## src/core/dccu_pkg.sv

```systemverilog
package dccu_pkg;

  // ---------------------------------------------------------------
  // register offsets of the unit pair (byte index on the link)
  // ---------------------------------------------------------------
  localparam logic [1:0][7:0] DCCU_CTRL_OFS = {8'h1D, 8'h17};
  localparam logic [1:0][7:0] DCCU_VLO_OFS = {8'h1B, 8'h15};
  localparam logic [1:0][7:0] DCCU_VHI_OFS = {8'h1C, 8'h16};
  localparam logic [1:0][7:0] DCCU_FLAG_OFS = {8'h0D, 8'h0C};
  localparam logic [1:0][2:0] DCCU_FLAG_POS = {3'h0, 3'h2};

  // ---------------------------------------------------------------
  // controller-side registers
  // ---------------------------------------------------------------
  localparam logic [7:0] DCCU_TMR_LO_OFS = 8'h0E;
  localparam logic [7:0] DCCU_TMR_HI_OFS = 8'h0F;
  localparam logic [7:0] DCCU_TMR_CTL_OFS = 8'h10;
  localparam logic [7:0] DCCU_PORT_DATA_OFS = 8'h07;
  localparam logic [7:0] DCCU_PORT_DIR_OFS = 8'h87;
  localparam int DCCU_TMR_ON_POS = 0;
  localparam int DCCU_ADC_EN_POS = 1;

  // ---------------------------------------------------------------
  // control field layout and reset values
  // ---------------------------------------------------------------
  localparam int DCCU_DUTY_LSB_POS = 4;
  localparam int DCCU_CTRL_W = 6;
  localparam logic [5:0] DCCU_CTRL_RST = 6'h00;
  localparam logic [1:0] DCCU_DIR_RST = 2'h3;
  localparam logic [3:0] DCCU_PRE4_LAST = 4'h3;
  localparam logic [3:0] DCCU_PRE16_LAST = 4'hF;

  // ---------------------------------------------------------------
  // mode select codes
  // ---------------------------------------------------------------
  localparam logic [3:0] DCCU_MODE_OFF = 4'h0;
  localparam logic [3:0] DCCU_MODE_CAP_FALL = 4'h4;
  localparam logic [3:0] DCCU_MODE_CAP_RISE = 4'h5;
  localparam logic [3:0] DCCU_MODE_CAP_4 = 4'h6;
  localparam logic [3:0] DCCU_MODE_CAP_16 = 4'h7;
  localparam logic [3:0] DCCU_MODE_CMP_SET = 4'h8;
  localparam logic [3:0] DCCU_MODE_CMP_CLR = 4'h9;
  localparam logic [3:0] DCCU_MODE_CMP_SWI = 4'hA;
  localparam logic [3:0] DCCU_MODE_CMP_SPEC = 4'hB;
  localparam logic [1:0] DCCU_GRP_CAP = 2'h1;
  localparam logic [1:0] DCCU_GRP_CMP = 2'h2;
  localparam logic [1:0] DCCU_GRP_PWM = 2'h3;

  typedef struct packed {
    logic [7:0] valLo;
    logic [7:0] valHi;
    logic [5:0] ctrl;
    logic flag;
    logic outLat;
    logic drv;
    logic [3:0] pre;
    logic syn1;
    logic syn2;
    logic last;
    logic [9:0] duty;
  } dccu_unit_type;

endpackage

```

## src/core/dccu_if.sv

```systemverilog
`timescale 1ns/10ps
interface dccu_if;
  // register access from the controller
  logic reqStb;
  logic reqWe;
  logic [7:0] reqAddr;
  logic [7:0] reqData;
  logic rspAck;
  logic [7:0] rspData;
  // shared time base
  logic [15:0] timerCount;
  logic periodTick;
  logic specialClear;
  logic convStart;
  // unit pins
  logic [1:0] pinLevel;
  logic [1:0] unitDrive;
  logic [1:0] unitLevel;

  modport dev (
    input reqStb, reqWe, reqAddr, reqData, timerCount, periodTick,
    input pinLevel,
    output rspAck, rspData, specialClear, convStart, unitDrive,
    output unitLevel
  );
  modport ctl (
    output reqStb, reqWe, reqAddr, reqData, timerCount, periodTick,
    output pinLevel,
    input rspAck, rspData, specialClear, convStart, unitDrive,
    input unitLevel
  );
endinterface

```

## src/core/dccu_unit_pair.sv

```systemverilog
// Decided for this implementation: register access over Wishbone.
`timescale 1ns/10ps
module dccu_unit_pair
  import dccu_pkg::*;
(
  // clock and reset
  input wire logic clk,
  input wire logic rst,
  // link to controller
  dccu_if.dev link,
  // user side
  output logic [1:0] unitFlag,
  output logic [1:0][9:0] pwmDuty
);

  // ---------------------------------------------------------------
  // state
  // ---------------------------------------------------------------
  typedef struct packed {
    dccu_unit_type [1:0] u;
    logic ack;
    logic [7:0] rdata;
    logic special;
    logic adcGo;
  } dccu_dev_type;

  dccu_dev_type state_ff;
  dccu_dev_type nxt_state;

  // ---------------------------------------------------------------
  // next state
  // ---------------------------------------------------------------
  always_comb begin
    logic [3:0] mode;
    logic [3:0] newMode;
    logic rise;
    logic fall;
    logic capHit;
    logic match;
    logic [9:0] dutyNew;
    mode = 4'h0;
    newMode = 4'h0;
    rise = 1'b0;
    fall = 1'b0;
    capHit = 1'b0;
    match = 1'b0;
    dutyNew = 10'h000;
    nxt_state = state_ff;
    nxt_state.ack = 1'b0;
    nxt_state.rdata = 8'h00;
    nxt_state.special = 1'b0;
    nxt_state.adcGo = 1'b0;
    if (link.reqStb) begin
      nxt_state.ack = 1'b1;
    end
    for (int i = 0; i < 2; i++) begin
      mode = state_ff.u[i].ctrl[3:0];
      // two stages before any edge logic sees the pin
      nxt_state.u[i].syn1 = link.pinLevel[i];
      nxt_state.u[i].syn2 = state_ff.u[i].syn1;
      nxt_state.u[i].last = state_ff.u[i].syn2;
      rise = state_ff.u[i].syn2 & ~state_ff.u[i].last;
      fall = ~state_ff.u[i].syn2 & state_ff.u[i].last;

      // software access first, so hardware events win over every write except a mode-off write
      if (link.reqStb) begin
        if (link.reqAddr == DCCU_CTRL_OFS[i]) begin
          nxt_state.rdata = {2'h0, state_ff.u[i].ctrl};
        end
        if (link.reqAddr == DCCU_VLO_OFS[i]) begin
          nxt_state.rdata = state_ff.u[i].valLo;
        end
        if (link.reqAddr == DCCU_VHI_OFS[i]) begin
          nxt_state.rdata = state_ff.u[i].valHi;
        end
        if (link.reqAddr == DCCU_FLAG_OFS[i]) begin
          nxt_state.rdata[DCCU_FLAG_POS[i]] = state_ff.u[i].flag;
        end
      end
      if (link.reqStb && link.reqWe) begin
        if (link.reqAddr == DCCU_CTRL_OFS[i]) begin
          nxt_state.u[i].ctrl = link.reqData[DCCU_CTRL_W-1:0];
          newMode = link.reqData[3:0];
          if (newMode == DCCU_MODE_OFF) begin
            nxt_state.u[i].outLat = 1'b0;
          end
        end
        if (link.reqAddr == DCCU_VLO_OFS[i]) begin
          nxt_state.u[i].valLo = link.reqData;
        end
        if (link.reqAddr == DCCU_VHI_OFS[i]) begin
          nxt_state.u[i].valHi = link.reqData;
        end
        if (link.reqAddr == DCCU_FLAG_OFS[i]) begin
          nxt_state.u[i].flag = link.reqData[DCCU_FLAG_POS[i]];
        end
      end

      // capture event selection
      capHit = 1'b0;
      case (mode)
        DCCU_MODE_CAP_FALL: begin
          capHit = fall;
        end
        DCCU_MODE_CAP_RISE: begin
          capHit = rise;
        end
        DCCU_MODE_CAP_4: begin
          // counter kept across prescale changes, may fire early
          if (rise) begin
            if (state_ff.u[i].pre[1:0] == DCCU_PRE4_LAST[1:0]) begin
              capHit = 1'b1;
              nxt_state.u[i].pre = 4'h0;
            end else begin
              nxt_state.u[i].pre = state_ff.u[i].pre + 4'h1;
            end
          end
        end
        DCCU_MODE_CAP_16: begin
          if (rise) begin
            capHit = state_ff.u[i].pre == DCCU_PRE16_LAST;
            nxt_state.u[i].pre = state_ff.u[i].pre + 4'h1;
          end
        end
        default: begin
          nxt_state.u[i].pre = 4'h0;
        end
      endcase
      if (capHit) begin
        // an unread value is simply replaced
        nxt_state.u[i].valLo = link.timerCount[7:0];
        nxt_state.u[i].valHi = link.timerCount[15:8];
        nxt_state.u[i].flag = 1'b1;
      end

      // compare against the shared timer every cycle
      match = (mode[3:2] == DCCU_GRP_CMP) &&
              ({state_ff.u[i].valHi, state_ff.u[i].valLo} ==
               link.timerCount);
      if (match) begin
        nxt_state.u[i].flag = 1'b1;
        case (mode)
          DCCU_MODE_CMP_SET: begin
            nxt_state.u[i].outLat = 1'b1;
          end
          DCCU_MODE_CMP_CLR: begin
            nxt_state.u[i].outLat = 1'b0;
          end
          DCCU_MODE_CMP_SWI: begin
            nxt_state.u[i].outLat = state_ff.u[i].outLat;
          end
          DCCU_MODE_CMP_SPEC: begin
            nxt_state.special = 1'b1;
            if (i == 1) begin
              nxt_state.adcGo = 1'b1;
            end
          end
          default: begin
            nxt_state.special = nxt_state.special;
          end
        endcase
      end

      // duty taken on the common period tick keeps edges aligned
      if (mode[3:2] == DCCU_GRP_PWM) begin
        dutyNew = {state_ff.u[i].valLo,
                   state_ff.u[i].ctrl[DCCU_DUTY_LSB_POS+:2]};
        if (link.periodTick) begin
          nxt_state.u[i].duty = dutyNew;
          nxt_state.u[i].outLat = dutyNew != 10'h000;
        end else if ({link.timerCount[7:0], 2'h0} >=
                     state_ff.u[i].duty) begin
          nxt_state.u[i].outLat = 1'b0;
        end
      end

      // new mode decides, so a clear beats a match in the same cycle
      newMode = nxt_state.u[i].ctrl[3:0];
      if (newMode == DCCU_MODE_OFF) begin
        nxt_state.u[i].outLat = 1'b0;
        nxt_state.u[i].pre = 4'h0;
        nxt_state.u[i].duty = 10'h000;
      end
      nxt_state.u[i].drv = (newMode == DCCU_MODE_CMP_SET) ||
                           (newMode == DCCU_MODE_CMP_CLR) ||
                           (newMode[3:2] == DCCU_GRP_PWM);
    end
  end

  // ---------------------------------------------------------------
  // registers
  // ---------------------------------------------------------------
  always_ff @(posedge clk or posedge rst) begin
    if (rst) begin
      state_ff <= '0;
    end else begin
      state_ff <= nxt_state;
    end
  end

  // ---------------------------------------------------------------
  // outputs
  // ---------------------------------------------------------------
  assign link.rspAck = state_ff.ack;
  assign link.rspData = state_ff.rdata;
  assign link.specialClear = state_ff.special;
  assign link.convStart = state_ff.adcGo;

  for (genvar g = 0; g < 2; g++) begin : g_out
    assign link.unitDrive[g] = state_ff.u[g].drv;
    assign link.unitLevel[g] = state_ff.u[g].outLat;
    assign unitFlag[g] = state_ff.u[g].flag;
    assign pwmDuty[g] = state_ff.u[g].duty;
  end

endmodule

```

## src/flat_wrapper.sv

```systemverilog
// flat-port wrapper written by rule: the top's interface ports become plain ports
module dccu_unit_pair_flat import dccu_pkg::*;
  (clk, rst, unitFlag, pwmDuty, link_reqStb, link_reqWe, link_reqAddr, link_reqData, link_timerCount, link_periodTick, link_pinLevel, link_rspAck, link_rspData, link_specialClear, link_convStart, link_unitDrive, link_unitLevel);
  dccu_if link_i ();
  input wire logic clk;
  input wire logic rst;
  output logic [1:0] unitFlag;
  output logic [1:0][9:0] pwmDuty;
  input wire logic [$bits(link_i.reqStb)-1:0] link_reqStb;
  input wire logic [$bits(link_i.reqWe)-1:0] link_reqWe;
  input wire logic [$bits(link_i.reqAddr)-1:0] link_reqAddr;
  input wire logic [$bits(link_i.reqData)-1:0] link_reqData;
  input wire logic [$bits(link_i.timerCount)-1:0] link_timerCount;
  input wire logic [$bits(link_i.periodTick)-1:0] link_periodTick;
  input wire logic [$bits(link_i.pinLevel)-1:0] link_pinLevel;
  output wire logic [$bits(link_i.rspAck)-1:0] link_rspAck;
  output wire logic [$bits(link_i.rspData)-1:0] link_rspData;
  output wire logic [$bits(link_i.specialClear)-1:0] link_specialClear;
  output wire logic [$bits(link_i.convStart)-1:0] link_convStart;
  output wire logic [$bits(link_i.unitDrive)-1:0] link_unitDrive;
  output wire logic [$bits(link_i.unitLevel)-1:0] link_unitLevel;
  assign link_i.reqStb = link_reqStb;
  assign link_i.reqWe = link_reqWe;
  assign link_i.reqAddr = link_reqAddr;
  assign link_i.reqData = link_reqData;
  assign link_i.timerCount = link_timerCount;
  assign link_i.periodTick = link_periodTick;
  assign link_i.pinLevel = link_pinLevel;
  assign link_rspAck = link_i.rspAck;
  assign link_rspData = link_i.rspData;
  assign link_specialClear = link_i.specialClear;
  assign link_convStart = link_i.convStart;
  assign link_unitDrive = link_i.unitDrive;
  assign link_unitLevel = link_i.unitLevel;
  dccu_unit_pair u_core (.clk(clk), .rst(rst), .link(link_i), .unitFlag(unitFlag), .pwmDuty(pwmDuty));
endmodule
```

## config.mk

```make
export PLATFORM = sky130hd
export DESIGN_NAME = dccu_unit_pair_flat
export DESIGN_NICKNAME = d
export VERILOG_FILES = /design/src/core/dccu_pkg.sv /design/src/core/dccu_if.sv /design/src/core/dccu_unit_pair.sv /design/src/flat_wrapper.sv
export SDC_FILE = /design/constraint.sdc
export NUM_CORES = 1
export LEC_CHECK = 0
export ABC_AREA = 1
export BUFFER_PORTS_ARGS = -buffer_cell sky130_fd_sc_hd__buf_2
export CORE_UTILIZATION = 41
export DETAILED_ROUTE_END_ITERATION = 6
export GPL_ROUTABILITY_DRIVEN = 0
export PLACE_DENSITY = 0.6
export SLEW_MARGIN = 40
export SYNTH_ARGS = -nofsm -noshare
export SYNTH_HDL_FRONTEND = slang
export SYNTH_SLANG_ARGS = --single-unit
```

## constraint.sdc

```tcl
create_clock -name clk -period 9.5 [get_ports clk]
set_input_delay 2.375 -clock clk [delete_from_list [all_inputs] [get_ports clk]]
set_output_delay 2.375 -clock clk [all_outputs]
set_load 0.01 [all_outputs]
```

==> reports/results.tsv <==
stage	metric	value	unit
timing	max_freq	249	MHz
clock_network	htree_levels	3	
worst_setup_path	endpoint_kind	register	
floorplanning	dieArea	16500	um2
timing	setup_viol	0	
power	leakage	3.43	nW
floorplanning	ios	76	
grt	grt_overflow	0	
floorplanning	die_h	129	um
timing	finalSetupTns	0	ns
timing	tightest_slew	0.826	ns
floorplanning	core_area	15400	um2
grt	met1_usage	38.4	%
worst_setup_path	arrival	4.30	ns
place	dpl.hpwl	15.5	mm
cells_and_area	layout_commonest_cell	nand2_1	
worst_setup_path	critical_path_class	in2reg	
clock_network	clk_pin_slew	0.06	ns
clock_network	root_buffer	clkbuf_16	
logic_synthesis	syn-num-nets	1004	
timing	timing.final.max_slew_violations	0	
place	place_area	6860	um2
cells_and_area	nNetsFinal	1033	
timing	period_share	42.3	%
detailed_routing	wl_per_cell	17.4	um
place	port_buffers	75	
grt	top_usage_layer	met1	
logic_synthesis	yosysTopAreaCell	dfrtp_1	
detailed_routing	drt-initial-drc-count	513	
logic_synthesis	async_flop_share	100	%
timing	worst_slack	5.48	ns
detailed_routing	first_pass_iters	5	
worst_setup_path	required	9.78	ns
grt	grt_pass1_wl	32.2	mm
power	vdd_drop_max	65.1	uV
worst_setup_path	crit_path_start	link_reqStb	
logic_synthesis	syn_inst	945	
detailed_routing	vias_per_cell	5.39	
timing	finalCriticalPeriod	4.02	ns
clock_network	cts_tree	built	
logic_synthesis	avgSynthCellArea	6.95	um2
timing	fin_skew	0.00781	ns
grt	grt_pass1_vias	5748	
floorplanning	die_x	129	um
timing	hold_viol_final	0	
worst_setup_path	ff2ff_setup_slack	6.94	ns
logic_synthesis	ys.flop_type	dfrtp_1	
floorplanning	row_count	45	
grt	grt_usage	26.3	%
status	status	finished, final reports clean	
worst_setup_path	r2r-end	u_core.state_ff[47]	
logic_synthesis	synthDistinctLibCells	41	
cells_and_area	drive_above_1_share	14.2	%
cells_and_area	antenna_cells	0	
clock_network	clock_sink_count	95	
clock_network	cts_resized	0	
grt	use_met3	4.07	%
timing	rsz0062_at_grt	false	
clock_network	postCtsHoldBufs	0	
flow_run	drv_cap	0	
grt	grt_util_met2	36.9	%
logic_synthesis	yosys_register_bits	95	
min_path	hold_start	u_core.nxt_state[64]	
cells_and_area	mostFrequentLayoutCells	nand2_1 (255), nand3_1 (175), inv_1 (117), dfrtp_1 (95), buf_2 (75)	
logic_synthesis	ys_seq_area_share	36.2	%
logic_synthesis	synth_edf_count	0	
grt	grt_start_max_net_pins	72	
grt	antenna_found_initial	0	
power	power_density	133	nW/um2
logic_synthesis	ys_warn_count	0	
cells_and_area	fin_area	7140	um2
detailed_routing	routed_wl	20.7	mm
detailed_routing	ant_nets	0	
logic_synthesis	synth.top_cell.area_share	36.2	%
clock_network	cts_buffers	9	
worst_setup_path	critPathMaxFanout	12	
worst_setup_path	start_kind	input port	
floorplanning	start_util	42.6	%
clock_network	worstSkewPairLatency	0.36	ns
timing	whs	0.356	ns
min_path	min_path_type	reg2reg	
cells_and_area	fill_cells	1645	
place	dp_slack	5.13	ns
clock_network	post_cts_buffers	0	
worst_setup_path	r2r-start	u_core.state_ff[33]	
timing	slew_headroom	44.9	%
detailed_routing	drc_errors	0	
cells_and_area	area_delta_synth_final	8.72	%
worst_setup_path	critPathCapture	u_core.state_ff[68]	
detailed_routing	num_vias	6410	
logic_synthesis	synthTopCellsByArea	dfrtp_1 (36%), nand2_1 (15%), nand3_1 (13%)	
worst_setup_path	worst-r2r-cell-count	9	
clock_network	clk_path_buf_depth	2	
logic_synthesis	syn_area	6570	um2
cells in the mapped netlist (2+ instances only):
| cell | n |
|---|---|
| a2111oi_0 | 2 |
| a21boi_0 | 3 |
| a21oi_1 | 22 |
| a21oi_2 | 13 |
| a31oi_1 | 2 |
| buf_1 | 2 |
| buf_2 | 9 |
| buf_4 | 35 |
| buf_6 | 2 |
| clkbuf_1 | 11 |
| dfrtp_1 | 95 |
| ha_1 | 20 |
| inv_1 | 118 |
| inv_2 | 3 |
| nand2_1 | 257 |
| nand2_2 | 6 |
| nand2_4 | 2 |
| nand3_1 | 175 |
| nand3b_1 | 2 |
| nand4_1 | 20 |
| nor2_1 | 61 |
| nor2_2 | 3 |
| nor2_4 | 4 |
| nor3_1 | 14 |
| nor4_1 | 4 |
| o211ai_1 | 7 |
| o21a_1 | 2 |
| o21ai_0 | 28 |
| o21ai_1 | 3 |
| o21ai_2 | 8 |
| o221ai_1 | 2 |
routing by layer:
layer / up-vias / part of all wire, %
li1: 3122 / -
met1: 2930 / 47
met2: 299 / 41
met3: 59 / 7.4
met4: 0 / 4.1
met5: - / 0
final cells by class:
type	count	area, um2	share of cell area [%]
clock buffer	13	260	3.64
clock inverter	3	17.5	0.245
inverter	124	475	6.66
multi-input combinational	667	3350	47.0
sequential	95	2380	33.3
tap	211	264	3.70
timing repair buffer	77	394	5.52
kinds of logic after synthesis:
family,count (synthesis),share of synthesized area (%)
XOR/XNOR,1,0.133
adder cells (fa/ha/maj),20,3.81
flip-flops,95,36.2
AO/OA/AOI/OAI,94,9.22
buffers and inverters,183,13.0
AND/OR/NAND/NOR,552,37.7
how the worst min path moves through the flow:
stage                                 to  slack [ns]  cells after the start
floorplan           u_core.nxt_state[21]        0.33                      0
global placement    u_core.nxt_state[21]        0.33                      0
detailed placement  u_core.nxt_state[63]        0.34                      0
CTS                 u_core.nxt_state[63]        0.36                      0
global route        u_core.nxt_state[63]        0.36                      0
finish              u_core.nxt_state[63]        0.36                      0
flip-flops by register name, indices dropped and copies added (netlist names):
name and count:
u_core.link.convStart 1, u_core.link.unitLevel 2, u_core.unitFlag 2, u_core.link.rspAck 1, u_core.state_ff 54, u_core.link.unitDrive 2, u_core.nxt_state 4, u_core.link.specialClear 1
u_core.pwmDuty 20, u_core.link.rspData 8
metrics by stage:
| step | cells | utilization, % | total power [W] |
|---|---|---|---|
| finish | 1190 | 46.3 | 0.000950 |
| global route | 1190 | 46.3 | 0.000996 |
| CTS | 1190 | 46.2 | 0.000953 |
| detailed placement | 1174 | 44.4 | 0.000607 |
| global placement | 1174 | 44.4 | 0.000606 |
| floorplan | 945 | - | 0.000550 |
worst max-delay path: stages:
cell and delay (ns):
buf_2 0.22, nand2_1 0.37, inv_2 0.30, nand3_2 0.27
o21ai_1 0.33, nor2_2 0.08, nand2_4 0.13, nand2_1 0.08
a21oi_1 0.13
where the power goes:
part	total [W]	switching (W)	internal, W
logic	0.000153	0.000105	0.0000473
registers	0.000451	0.0000273	0.000424
clock network	0.000346	0.000155	0.000191
Power figures use the tool's default switching activity.
